<file path="config.mk">
export PLATFORM = sky130hd
export DESIGN_NAME = cpt_timer32
export DESIGN_NICKNAME = d
export VERILOG_FILES = /design/src/cpt_pkg.sv /design/src/cpt_pre_if.sv /design/src/cpt_sync.sv /design/src/cpt_prescaler.sv /design/src/cpt_timer32.sv
export VERILOG_INCLUDE_DIRS = /design/src
export SDC_FILE = /design/constraint.sdc
export NUM_CORES = 1
export LEC_CHECK = 0
export BUFFER_PORTS_ARGS = -buffer_cell sky130_fd_sc_hd__clkbuf_2
export CORE_MARGIN = 5
export CORE_UTILIZATION = 30
export CTS_CLUSTER_SIZE = 28
export DETAILED_ROUTE_END_ITERATION = 16
export GPL_ROUTABILITY_DRIVEN = 0
export PLACE_DENSITY = 0.45
export SYNTH_ARGS = -nofsm -noshare
export SYNTH_HDL_FRONTEND = slang
export SYNTH_SLANG_ARGS = --single-unit
</file>
<file path="constraint.sdc">
create_clock -name core_clk_i -period 5.05 [get_ports core_clk_i]
set_input_delay 0 -clock core_clk_i [delete_from_list [all_inputs] [get_ports core_clk_i]]
set_output_delay 0 -clock core_clk_i [all_outputs]
set_load 0.1 [all_outputs]
</file>
<file path="src/cpt_defines.svh">
// Purpose: Offsets, field positions, reset values and prescale counts
// Assumes: Byte addresses on a 32-bit Avalon-MM slave, 16-bit registers
// Notes:   Operation list below is kept short on purpose
//
// Operation
// - Period match sets flag in timer/counter modes
// - Gated mode: gate falling edge sets flag
// - Flag stays set until software clears
// - Interrupt needs enable and non-zero priority
// - Zero period yields no interrupts
// - Join bit 3 forms 32-bit timer
// - Upper word is msw, lower word lsw
// - Only lower control used, except idle bit
// - Upper-word interrupt bits serve combined timer
// - Fixed pairs, lower-numbered timer is low word
// - Timer, gated, synchronous counter only
// - Internal clock or low-word external input
// - Clock source and gate bits select mode
// - Prescale bits 5:4 divide by 1/8/64/256
// - Prescaler cleared on low count or control writes, stop, reset
// - Enable bit 15 starts and stops timer
// - Low-word read copies upper count to holding
// - Low-word write loads upper count from holding
// - Holding transfers only in 32-bit operation
// - Modes behave as 16-bit, widened to 32
// - Match compares full 32-bit count and period
// - Gated count advances only while gate high
// - External input synchronised before counting
// - Runs in idle only if both idle bits clear
`ifndef CPT_DEFINES_SVH
`define CPT_DEFINES_SVH

// -----------------------------------------------------------------
// Register byte offsets
// -----------------------------------------------------------------
`define CPT_OFF_LO_CTRL   8'h00
`define CPT_OFF_UP_CTRL   8'h04
`define CPT_OFF_CNT_LO    8'h08
`define CPT_OFF_CNT_HI    8'h0c
`define CPT_OFF_HOLD      8'h10
`define CPT_OFF_PER_LO    8'h14
`define CPT_OFF_PER_HI    8'h18
`define CPT_OFF_IRQ       8'h1c

// -----------------------------------------------------------------
// Control field positions
// -----------------------------------------------------------------
`define CPT_B_RUN         15
`define CPT_B_IDLE        13
`define CPT_B_GATE        6
`define CPT_B_PS_HI       5
`define CPT_B_PS_LO       4
`define CPT_B_JOIN        3
`define CPT_B_CS          1

// -----------------------------------------------------------------
// Interrupt register field positions
// -----------------------------------------------------------------
`define CPT_B_LO_FLAG     0
`define CPT_B_LO_EN       1
`define CPT_B_LO_PRIO_LO  4
`define CPT_B_LO_PRIO_HI  6
`define CPT_B_HI_FLAG     8
`define CPT_B_HI_EN       9
`define CPT_B_HI_PRIO_LO  12
`define CPT_B_HI_PRIO_HI  14

// -----------------------------------------------------------------
// Reset values and prescale terminal counts
// -----------------------------------------------------------------
`define CPT_RST_CTRL      16'h0000
`define CPT_RST_CNT       16'h0000
`define CPT_RST_PER       16'hffff
`define CPT_PS_TERM1      8'h00
`define CPT_PS_TERM8      8'h07
`define CPT_PS_TERM64     8'h3f
`define CPT_PS_TERM256    8'hff

`endif

</file>
<file path="src/cpt_pkg.sv">
// Purpose: Types shared by the timer pair modules
// Assumes: Nothing beyond the defines header
// Notes:   Asynchronous counting has no encoding here by design
package cpt_pkg;
	// Counting modes of the joined pair
	typedef enum logic [1:0] {
		CPT_MODE_TIMER,
		CPT_MODE_GATED,
		CPT_MODE_COUNTER
	} cpt_mode_t;
endpackage

</file>
<file path="src/cpt_pre_if.sv">
// Purpose: Carrier between the pair core and its prescaler
// Assumes: Same clock on both sides
// Notes:   tick_out is combinational in the prescaler
`timescale 1ns/1ps
interface cpt_pre_if;
	logic       tick_in;
	logic       clear;
	logic [1:0] sel;
	logic       tick_out;
	modport ctl (output tick_in, output clear, output sel, input tick_out);
	modport pre (input tick_in, input clear, input sel, output tick_out);
endinterface

</file>
<file path="src/cpt_sync.sv">
// Purpose: Two-flop synchroniser for a pin
// Assumes: Input is asynchronous to core_clk_i
// Notes:   Only the second flop is visible outside
`timescale 1ns/1ps
module cpt_sync (
	// Clock and reset
	input  wire logic core_clk_i,
	input  wire logic rst_i,
	// Pin and synchronised level
	input  wire logic pin_i,
	output logic      sync_o
);
	logic meta_r;

	// -----------------------------------------------------------------
	// Synchroniser chain
	// -----------------------------------------------------------------
	// First flop feeds only the second
	always_ff @(posedge core_clk_i or posedge rst_i) begin
		if (rst_i) begin
			meta_r <= 1'b0;
			sync_o <= 1'b0;
		end else begin
			meta_r <= pin_i;
			sync_o <= meta_r;
		end
	end
endmodule

</file>
<file path="src/cpt_prescaler.sv">
// Purpose: Input clock prescaler, 1/8/64/256
// Assumes: tick_in is a one-cycle enable pulse
// Notes:   clear wins over counting
`timescale 1ns/1ps
`include "cpt_defines.svh"
module cpt_prescaler (
	// Clock and reset
	input  wire logic core_clk_i,
	input  wire logic rst_i,
	// Control from the pair core
	cpt_pre_if.pre    pif
);
	logic [7:0] cnt_r;
	logic [7:0] term;

	// Terminal count for the selected ratio
	always_comb begin
		case (pif.sel)
			2'h0:    term = `CPT_PS_TERM1;
			2'h1:    term = `CPT_PS_TERM8;
			2'h2:    term = `CPT_PS_TERM64;
			default: term = `CPT_PS_TERM256;
		endcase
	end

	assign pif.tick_out = pif.tick_in & (cnt_r == term) & ~pif.clear;

	// Divider; clear drops any partial count
	always_ff @(posedge core_clk_i or posedge rst_i) begin
		if (rst_i) begin
			cnt_r <= 8'h00;
		end else if (pif.clear) begin
			cnt_r <= 8'h00;
		end else if (pif.tick_in) begin
			cnt_r <= (cnt_r == term) ? 8'h00 : cnt_r + 8'h01;
		end
	end
endmodule

</file>
<file path="src/cpt_timer32.sv">
// Purpose: Joined 32-bit timer pair with Avalon-MM register access
// Assumes: idle_i comes from logic on core_clk_i, the count pin does not
// Notes:   16-bit-only modes are out of scope; the pair counts only when joined
//
// The Avalon-MM slave port and the register addresses were decided locally.
`timescale 1ns/1ps
`include "cpt_defines.svh"
module cpt_timer32
	import cpt_pkg::*;
(
	// Clock and reset
	input  wire logic        core_clk_i,
	input  wire logic        rst_i,
	// Avalon-MM slave
	input  wire logic [7:0]  avs_address_i,
	input  wire logic        avs_read_i,
	input  wire logic        avs_write_i,
	input  wire logic [31:0] avs_writedata_i,
	input  wire logic [3:0]  avs_byteenable_i,
	output logic      [31:0] avs_readdata_o,
	output logic             avs_waitrequest_o,
	// Device pins and power state
	input  wire logic        external_count_input_i,
	input  wire logic        idle_i,
	// Interrupt request towards the controller
	output logic             irq_o,
	output logic      [2:0]  irq_priority_level_o
);
	// This instance is one fixed pair: low word is the lower-numbered timer

	// -----------------------------------------------------------------
	// Registers
	// -----------------------------------------------------------------
	logic [15:0] low_word_timer_control_r;
	logic [15:0] up_ctrl_r;
	logic [31:0] count_value_r;
	logic [15:0] upper_word_holding_r;
	logic [31:0] period_value_r;
	logic        period_irq_flag_r;
	logic        period_irq_enable_r;
	logic [2:0]  irq_priority_level_r;
	logic        lo_flag_r;
	logic        lo_en_r;
	logic [2:0]  lo_prio_r;
	logic        ext_prev_r;

	// -----------------------------------------------------------------
	// Decoded fields and events
	// -----------------------------------------------------------------
	logic        count_run_enable;
	logic        pair_join_mode;
	logic        gate_accumulate_enable;
	logic        clock_source_select;
	logic        idle_stop;
	logic        active;
	logic        ext_sync;
	logic        ext_rise;
	logic        gate_fall;
	logic        match;
	logic        period_zero;
	logic        set_ev;
	logic        clr_ev;
	cpt_mode_t   mode;

	// Bus access strobes
	logic        acc;
	logic        wr_acc;
	logic        rd_acc;
	logic        sel_lctl;
	logic        sel_uctl;
	logic        sel_clo;
	logic        sel_chi;
	logic        sel_hold;
	logic        sel_plo;
	logic        sel_phi;
	logic        sel_irq;
	logic [15:0] rdata_nxt;
	logic [15:0] irq_word;

	cpt_pre_if pif ();

	// Byte-lane merge for a 16-bit register in the low half-word
	function automatic logic [15:0] wmerge(input logic [15:0] old,
	                                       input logic [31:0] d,
	                                       input logic [3:0]  be);
		wmerge = {be[1] ? d[15:8] : old[15:8], be[0] ? d[7:0] : old[7:0]};
	endfunction

	// -----------------------------------------------------------------
	// Control decode
	// -----------------------------------------------------------------
	// Apart from the idle bit, only the low-word control steers the pair
	assign count_run_enable       = low_word_timer_control_r[`CPT_B_RUN];
	assign pair_join_mode         = low_word_timer_control_r[`CPT_B_JOIN];
	assign gate_accumulate_enable = low_word_timer_control_r[`CPT_B_GATE];
	assign clock_source_select    = low_word_timer_control_r[`CPT_B_CS];

	// Either idle bit stops the pair while the core idles
	assign idle_stop = idle_i & (low_word_timer_control_r[`CPT_B_IDLE]
	                           | up_ctrl_r[`CPT_B_IDLE]);
	assign active    = count_run_enable & pair_join_mode & ~idle_stop;

	// Mode table; there is no asynchronous counter encoding
	always_comb begin
		if (clock_source_select) begin
			mode = CPT_MODE_COUNTER;
		end else if (gate_accumulate_enable) begin
			mode = CPT_MODE_GATED;
		end else begin
			mode = CPT_MODE_TIMER;
		end
	end

	// -----------------------------------------------------------------
	// External input
	// -----------------------------------------------------------------
	cpt_sync u_sync (
		.core_clk_i (core_clk_i),
		.rst_i      (rst_i),
		.pin_i      (external_count_input_i),
		.sync_o     (ext_sync)
	);

	// Edge detect on the synchronised level only
	always_ff @(posedge core_clk_i or posedge rst_i) begin
		if (rst_i) begin
			ext_prev_r <= 1'b0;
		end else begin
			ext_prev_r <= ext_sync;
		end
	end

	assign ext_rise  = ext_sync & ~ext_prev_r;
	assign gate_fall = ~ext_sync & ext_prev_r;

	// -----------------------------------------------------------------
	// Prescaler
	// -----------------------------------------------------------------
	// Internal clock ticks every cycle; gated mode stalls while gate low
	always_comb begin
		case (mode)
			CPT_MODE_COUNTER: pif.tick_in = active & ext_rise;
			CPT_MODE_GATED:   pif.tick_in = active & ext_sync;
			default:          pif.tick_in = active;
		endcase
	end

	// Writes to low count or control, and a stopped timer, drop the partial count
	assign pif.clear = (wr_acc & (sel_clo | sel_lctl)) | ~count_run_enable;
	assign pif.sel   = low_word_timer_control_r[`CPT_B_PS_HI:`CPT_B_PS_LO];

	cpt_prescaler u_pre (
		.core_clk_i (core_clk_i),
		.rst_i      (rst_i),
		.pif        (pif)
	);

	// -----------------------------------------------------------------
	// Count, match and flag
	// -----------------------------------------------------------------
	assign match       = count_value_r == period_value_r;
	assign period_zero = period_value_r == 32'h0000_0000;
	assign set_ev      = ~period_zero & ((pif.tick_out & match & (mode != CPT_MODE_GATED))
	                   | (active & (mode == CPT_MODE_GATED) & gate_fall));
	assign clr_ev      = wr_acc & sel_irq & avs_byteenable_i[1]
	                   & avs_writedata_i[`CPT_B_HI_FLAG];

	// Count advances on the prescaled tick; software writes take the last word
	always_ff @(posedge core_clk_i or posedge rst_i) begin
		if (rst_i) begin
			count_value_r <= {`CPT_RST_CNT, `CPT_RST_CNT};
		end else begin
			if (pif.tick_out) begin
				if (match) begin
					count_value_r <= 32'h0000_0000;
				end else begin
					count_value_r <= count_value_r + 32'h0000_0001;
				end
			end
			if (wr_acc & sel_clo) begin
				count_value_r[15:0] <= wmerge(count_value_r[15:0], avs_writedata_i,
				                              avs_byteenable_i);
				if (pair_join_mode) begin
					count_value_r[31:16] <= upper_word_holding_r;
				end
			end
			if (wr_acc & sel_chi) begin
				count_value_r[31:16] <= wmerge(count_value_r[31:16], avs_writedata_i,
				                               avs_byteenable_i);
			end
		end
	end

	// Combined flag; a set in the clearing cycle wins
	always_ff @(posedge core_clk_i or posedge rst_i) begin
		if (rst_i) begin
			period_irq_flag_r <= 1'b0;
		end else if (set_ev) begin
			period_irq_flag_r <= 1'b1;
		end else if (clr_ev) begin
			period_irq_flag_r <= 1'b0;
		end
	end

	// Registered request; low-word interrupt bits never reach it
	always_ff @(posedge core_clk_i or posedge rst_i) begin
		if (rst_i) begin
			irq_o                <= 1'b0;
			irq_priority_level_o <= 3'h0;
		end else begin
			irq_o <= period_irq_flag_r & period_irq_enable_r
			       & (irq_priority_level_r != 3'h0);
			irq_priority_level_o <= irq_priority_level_r;
		end
	end

	// -----------------------------------------------------------------
	// Avalon-MM slave
	// -----------------------------------------------------------------
	// One wait cycle: the access acts at the first edge, data stand after it
	assign acc    = (avs_read_i | avs_write_i) & avs_waitrequest_o;
	assign wr_acc = acc & avs_write_i;
	assign rd_acc = acc & avs_read_i;

	assign irq_word = {1'b0, irq_priority_level_r, 2'h0, period_irq_enable_r, period_irq_flag_r,
	                   1'b0, lo_prio_r, 2'h0, lo_en_r, lo_flag_r};

	// Address decode and read mux; unmapped reads return zero
	always_comb begin
		sel_lctl  = 1'b0;
		sel_uctl  = 1'b0;
		sel_clo   = 1'b0;
		sel_chi   = 1'b0;
		sel_hold  = 1'b0;
		sel_plo   = 1'b0;
		sel_phi   = 1'b0;
		sel_irq   = 1'b0;
		rdata_nxt = 16'h0000;
		if (avs_address_i == `CPT_OFF_LO_CTRL) begin
			sel_lctl  = 1'b1;
			rdata_nxt = low_word_timer_control_r;
		end else if (avs_address_i == `CPT_OFF_UP_CTRL) begin
			sel_uctl  = 1'b1;
			rdata_nxt = up_ctrl_r;
		end else if (avs_address_i == `CPT_OFF_CNT_LO) begin
			sel_clo   = 1'b1;
			rdata_nxt = count_value_r[15:0];
		end else if (avs_address_i == `CPT_OFF_CNT_HI) begin
			sel_chi   = 1'b1;
			rdata_nxt = count_value_r[31:16];
		end else if (avs_address_i == `CPT_OFF_HOLD) begin
			sel_hold  = 1'b1;
			rdata_nxt = upper_word_holding_r;
		end else if (avs_address_i == `CPT_OFF_PER_LO) begin
			sel_plo   = 1'b1;
			rdata_nxt = period_value_r[15:0];
		end else if (avs_address_i == `CPT_OFF_PER_HI) begin
			sel_phi   = 1'b1;
			rdata_nxt = period_value_r[31:16];
		end else if (avs_address_i == `CPT_OFF_IRQ) begin
			sel_irq   = 1'b1;
			rdata_nxt = irq_word;
		end
	end

	// Wait-request and read data
	always_ff @(posedge core_clk_i or posedge rst_i) begin
		if (rst_i) begin
			avs_waitrequest_o <= 1'b1;
			avs_readdata_o    <= 32'h0000_0000;
		end else begin
			avs_waitrequest_o <= ~acc;
			if (rd_acc) begin
				avs_readdata_o <= {16'h0000, rdata_nxt};
			end
		end
	end

	// Control, period and interrupt-control registers
	always_ff @(posedge core_clk_i or posedge rst_i) begin
		if (rst_i) begin
			low_word_timer_control_r <= `CPT_RST_CTRL;
			up_ctrl_r                <= `CPT_RST_CTRL;
			period_value_r           <= {`CPT_RST_PER, `CPT_RST_PER};
			period_irq_enable_r      <= 1'b0;
			irq_priority_level_r     <= 3'h0;
			lo_flag_r                <= 1'b0;
			lo_en_r                  <= 1'b0;
			lo_prio_r                <= 3'h0;
		end else if (wr_acc) begin
			if (sel_lctl) begin
				low_word_timer_control_r <= wmerge(low_word_timer_control_r, avs_writedata_i,
				                                   avs_byteenable_i);
			end
			if (sel_uctl) begin
				up_ctrl_r <= wmerge(up_ctrl_r, avs_writedata_i, avs_byteenable_i);
			end
			if (sel_plo) begin
				period_value_r[15:0] <= wmerge(period_value_r[15:0], avs_writedata_i,
				                               avs_byteenable_i);
			end
			if (sel_phi) begin
				period_value_r[31:16] <= wmerge(period_value_r[31:16], avs_writedata_i,
				                                avs_byteenable_i);
			end
			if (sel_irq & avs_byteenable_i[1]) begin
				period_irq_enable_r  <= avs_writedata_i[`CPT_B_HI_EN];
				irq_priority_level_r <= avs_writedata_i[`CPT_B_HI_PRIO_HI:`CPT_B_HI_PRIO_LO];
			end
			// Low-word interrupt bits are stored only; the joined pair ignores them
			if (sel_irq & avs_byteenable_i[0]) begin
				lo_en_r   <= avs_writedata_i[`CPT_B_LO_EN];
				lo_prio_r <= avs_writedata_i[`CPT_B_LO_PRIO_HI:`CPT_B_LO_PRIO_LO];
				if (avs_writedata_i[`CPT_B_LO_FLAG]) begin
					lo_flag_r <= 1'b0;
				end
			end
		end
	end

	// Holding register: software write, or snapshot on a low-count read
	always_ff @(posedge core_clk_i or posedge rst_i) begin
		if (rst_i) begin
			upper_word_holding_r <= `CPT_RST_CNT;
		end else if (wr_acc & sel_hold) begin
			upper_word_holding_r <= wmerge(upper_word_holding_r, avs_writedata_i,
			                               avs_byteenable_i);
		end else if (rd_acc & sel_clo & pair_join_mode) begin
			upper_word_holding_r <= count_value_r[31:16];
		end
	end
endmodule

</file>
Yosys cells after proc, flatten, opt, wreduce, memory -nomap -nowiden. Index checks and enable logic that the tools add are counted.

Register bits after elaboration: 153. Output and inout bits: 37. Memories kept: 0. Bits in read-only memories: 0. Logic and storage cells: 175. Memory bits (writable): 0. Bits in latches: 0.

Div/mod/pow operators: 0. Eq/ne operators: 20. Add/subtract/negate cells: 2. Muxes and demuxes: 62. Multipliers: 0. Bitwise operators: 42. $lt $le $gt $ge: 0. Shifts and indexed selects: 0. Reduce and logical (&&, ||, !) cells: 22.

Operator list (number): $mux W16 (11); $mux W32 (3); $mux W8 (5); $mux W1 (39); $add A32 B1 Y32 const B (1); $eq A32 B32 Y1 (1); $eq A8 B5 Y1 const B (4); $logic_not A32 Y1 (1); $and A1 B1 Y1 (30); $pmux W8 S3 (1); $reduce_and A3 Y1 (8); $eq A8 B4 Y1 const B (2); $mux W15 (1); $ne A2 B2 Y1 const B (6); $reduce_and A2 Y1 (6); $add A8 B1 Y8 const B (1); $eq A8 B3 Y1 const B (1); $eq A8 B8 Y1 (1); $logic_not A8 Y1 (1); $reduce_bool A2 Y1 (4); $not A1 Y1 (7); $or A1 B1 Y1 (5); $eq A2 B1 Y1 const B (2); $eq A2 B2 Y1 const B (2); other kinds (5) (5).

Logic depth before layout (Yosys ltp).
Depth in word-level cells: 14. Depth in mapped cells: 10.

By module. From an unflattened synthesis, not the netlist that was laid out.

Cells, all modules: 893. Area, all modules: 8967.4 um^2.

Modules (own cells, without submodules): cpt_timer32 (area each 8376.8 um^2, times used 1, cells each 834); cpt_prescaler (area each 536.8 um^2, times used 1, cells each 56); cpt_sync (area each 53.8 um^2, times used 1, cells each 3).

Worst setup path after synthesis. Ideal clock, no wire load.

Path type: register -> register. Start point: reg avs_waitrequest_o. End point: reg count_value_r[7]. Data arrival time: 2.670 ns. Stages on the path, launching flop included: 11. Clock period less this slack: 2.804 ns. Path slack: 2.246 ns. Setup time: 0.134 ns. Cell sequence: dfstp_2 > clkbuf_1 > and3b_1 > clkbuf_1 > nand3_1 > nand2_1 > clkbuf_1 > nor3_1 > buf_2 > a32oi_1 > o211ai_1.

Word-level cells in the longest chain between the ends: 8. Elaborated cells between the ends (all ways): 11. Classes of those cells: eq/ne (1); mux (1); bitwise (7); reduce/logical (2).

Ends and longest elaborated chain: start: declaration (line cpt_timer32.sv:21) `output logic avs_waitrequest_o,`; start signal: assignment (line cpt_timer32.sv:272) `avs_waitrequest_o <= ~acc;`; $and A1 B1 Y1 (*) (line cpt_timer32.sv:221) `assign acc = (avs_read_i | avs_write_i) & avs_waitrequest_o;`; $and A1 B1 Y1 (*) (line cpt_timer32.sv:222) `assign wr_acc = acc & avs_write_i;`; $and A1 B1 Y1 (line cpt_timer32.sv:149) `assign pif.clear = (wr_acc & (sel_clo | sel_lctl)) | ~count_run_enable;`; $or A1 B1 Y1 (line cpt_timer32.sv:149); $not A1 Y1 (line cpt_prescaler.sv:26) `assign pif.tick_out = pif.tick_in & (cnt_r == term) & ~pif.clear;`; $and A1 B1 Y1 (line cpt_prescaler.sv:26); $reduce_bool A2 Y1 (no line); $reduce_and A2 Y1 (no line); end signal: assignment (line cpt_timer32.sv:171) `` count_value_r <= {`CPT_RST_CNT, `CPT_RST_CNT}; ``; end signal: assignment (line cpt_timer32.sv:177) `count_value_r <= count_value_r + 32'h0000_0001;`; end signal: assignment (line cpt_timer32.sv:181) `count_value_r[15:0] <= wmerge(count_value_r[15:0], avs_writedata_i,`; end: declaration (line cpt_timer32.sv:36) `logic [31:0] count_value_r;`.

Every way passes the cells marked *; elsewhere a longest branch is shown, timed or not. A chain may end at the register's enable or synchronous reset.

Worst setup path after layout.
Start point: reg count_value_r[0]. End point: reg count_value_r[26].

Word-level cells in the longest chain between the ends: 6. Elaborated cells between the ends (all ways): 7. Classes of those cells: add/sub (1); eq/ne (1); mux (5).

Ends and longest elaborated chain: $add A32 B1 Y32 / $eq A32 B32 Y1 (equally long branches) (line cpt_timer32.sv:177, cpt_timer32.sv:161); $mux W32 (*) (line cpt_timer32.sv:174) `if (match) begin`; $mux W32 (*) (line cpt_timer32.sv:173) `if (pif.tick_out) begin`; $mux W16 (line cpt_timer32.sv:183) `if (pair_join_mode) begin`; $mux W32 (*) (line cpt_timer32.sv:180) `if (wr_acc & sel_clo) begin`; $mux W16 (*) (line cpt_timer32.sv:187) `if (wr_acc & sel_chi) begin`.

Every way passes the cells marked *; elsewhere a longest branch is shown, timed or not. The select of a mux whose other input is x is not followed.

==> flow_metrics.py <==
metrics = {
    "outcome": {
        "run_status": "completed",
    },
    "synth": {
        "yosysTopAreaCellShare_pct": 33.2,
        "synth_commonest_cells": "120 x dfrtp_1, 91 x nand2_1, 74 x mux2_2",
        "synth_area_per_cell_sq_um": 9.87,
        "yosysUniqueCellTypes": 62,
        "synth_edf_count": 0,
        "ys.warnings.count": 0,
        "synth_area_sq_um": 9060,
        "yosysSeqAreaShare_pct": 42.7,
        "synth-main-ff-cell": "dfrtp_1",
        "synth_area_leaders": "dfrtp_1 33%, dfstp_2 9.6%, mux2_2 9.2%",
        "postSynthCellCount": 918,
        "yosysMostFrequentCell": "dfrtp_1",
        "yosys.area.top_type": "dfrtp_1",
        "async_flop_share_pct": 100,
        "ys_ff_latch": 153,
    },
    "clock_tree": {
        "cts_max_path_buffers": 2,
        "insertion_delay_ns": 0.44,
        "numCtsBuffers": 17,
        "cts.sinks": 153,
        "root_buffer": "clkbuf_16",
        "path_clk_slew_ns": 0.07,
        "htree_levels": 4,
        "cts_setup_buffers": 0,
        "cts_tree": "done",
    },
    "global_routing": {
        "grt_antenna_before_repair": 0,
        "overflow": 0,
        "grt_max_degree": 105,
        "grt_usage_pct": 18.4,
        "grt_pass1_wl_mm": 47.3,
        "grt_pass1_vias": 7397,
    },
    "die": {
        "die_area_sq_um": 33800,
        "die_x_um": 184,
        "row_count": 63,
        "die_y_um": 184,
        "start_util_pct": 30.5,
        "ios": 87,
        "core_area_sq_um": 29700,
    },
    "power": {
        "powerDensity_nw_per_um2": 293,
        "leakagePower_uw": 0.00424,
        "p_total_uw": 3030,
        "ir_worst_vdd_mv": 0.249,
    },
    "finish": {
        "stdcell_count": 1347,
        "final_area_sq_um": 10300,
        "layout-drive-gt1-share_pct": 24.9,
        "diodes": 0,
        "nets": 996,
        "syn_to_final_growth_pct": 13.9,
    },
    "place": {
        "dpl.hpwl_mm": 22.6,
        "io_buffers": 52,
        "dpl.cell_count": 1297,
        "placed_area_sq_um": 9560,
    },
    "worst_setup_path": {
        "slowest_delay_ns": 0.87,
        "crit_slowest_cell": "nor4_2",
        "path_buf_inv": 0,
        "worstPathCellList": "ha_1, nand3_1, nor4_2, nand2_1, nor4_1, xnor2_1, o31ai_1",
        "arrival_ns": 3.40,
        "critPathLaunchType": "flop",
        "cp_max_fo": 8,
        "required_ns": 5.39,
        "critical-path-top-delay-family": "simple AND/OR/NAND/NOR gates",
        "crit_type": "flop to flop",
        "endpoint_kind": "flop",
    },
    "sta": {
        "period_needed_ns": 3.07,
        "tightest_slew_ns": 1.19,
        "tns_ns": 0,
        "hold_viol_final": 0,
        "setup_viol": 0,
        "skew_ns": 0.0111,
        "drv_slew": 0,
        "timing.fmax_mhz": 326,
        "rsz0062_at_grt": "false",
        "min_period_over_period_pct": 60.7,
        "slew_headroom_pct": 20.3,
    },
    "drt": {
        "drt-total-wl_mm": 31.2,
        "vias": 7457,
        "viasPerCell": 5.54,
        "ant_nets": 0,
        "drcViolationCount": 0,
        "first_pass_iters": 5,
        "first_iter_violations": 586,
        "routedWlPerCell_um": 23.1,
    },
    "min_path": {
        "hold_path_class": "input port to flop",
    },
    "run": {
        "drv_cap": 0,
    },
}
logic make-up after synthesis:
kind of cell    after synthesis  share of synthesized area, %
compound gates              169                          12.9
simple gates                309                          17.6
mux                         127                          16.3
flops                       153                          42.7
other cells                   1                        0.0414
fa+ha+maj                     2                         0.276
xor+xnor                     52                          5.03
buf+inv                     105                          5.19
repair_timing:
action | 4_1_cts | 5_1_grt
gates resized for setup | 0 | 0
hold endpoints to repair | 142 | 0
hold buffers | 18 | 0
endpoints found under the setup margin | 0 | 0
cell usage in the layout (no fill, tap or decap), drive strengths merged, types with 10 or more instances in the layout:
master,count
a211oi,10
a21oi,19
a22oi,12
a31oi,10
a32oi,14
clkbuf,69
conb,16
dfrtp,120
dfstp,33
dlygate4sd3,18
inv,26
mux2,74
mux2i,44
nand2,91
nand3,52
nand4,23
nor2,53
nor3,15
nor4,32
o211ai,16
o21ai,47
xnor2,51
sequential cells by signal, summed over array words and instances, names as in the netlist, 3 cells and up:
| register | cells |
|---|---|
| count_value_r | 32 |
| period_value_r | 32 |
| avs_readdata_o | 16 |
| low_word_timer_control_r | 16 |
| up_ctrl_r | 16 |
| upper_word_holding_r | 16 |
| u_pre.cnt_r | 8 |
| irq_priority_level_o | 3 |
| irq_priority_level_r | 3 |
| lo_prio_r | 3 |
final timing paths:
check                                   startpoint                       to  slack, ns  cells after the start
worst min-delay path            avs_writedata_i[4]         count_value_r[4]      0.004                      3
min in group asynchronous                    rst_i  upper_word_holding_r[9]       0.34                      3
worst max-delay path              count_value_r[0]        count_value_r[26]       1.98                      7
worst min register to register       u_sync.meta_r            u_sync.sync_o       0.35                      0
worst max register to register    count_value_r[0]        count_value_r[26]       1.98                      7
max in group asynchronous                    rst_i                  lo_en_r       3.44                      4
metal layers:
layer	vias up	routed length [um]	GRT usage [%]
li1	3397	-	-
met1	3766	14500	26.0
met2	254	14600	29.8
met3	40	1440	2.55
met4	0	584	4.88
met5	-	0	0
worst register-to-register path, delay by kind of cell (launching register included):
kind | cells | cell delay, ns
AOI/OAI and AO/OA | 1 | 0.22
xor gates and xnor gates | 1 | 0.13
adders and majority gates | 1 | 0.25
DFF | 1 | 0.55
and+or+nand+nor | 4 | 1.81
cell type report:
| class | count | area, sq um |
|---|---|---|
| clock inverters | 15 | 155 |
| well taps | 390 | 488 |
| multi-input cells | 675 | 4800 |
| fillers | 3009 | 19400 |
| clock buffers | 17 | 425 |
| repair buffers | 79 | 508 |
| flip-flops and latches | 153 | 3870 |
| inverters | 18 | 72.6 |
per-stage QoR:
stage	hold slack, ns	utilization [%]	setup WS (ns)
CTS	0.00226	34.7	2.08
floorplan	0.0314	-	0.983
global route	0.0394	34.7	1.87
detailed placement	0.110	32.2	1.91
finish	0.00393	34.7	1.98
global placement	0.111	32.2	1.95
power breakdown:
group / internal, uW / leakage, uW / switching [uW]
Sequential: 1260 / 0.00199 / 37.9
Combinational: 90.0 / 0.00197 / 335
Clock: 698 / 0.000285 / 603
Total: 2050 / 0.00424 / 976
Power figures use the tool's default switching activity.
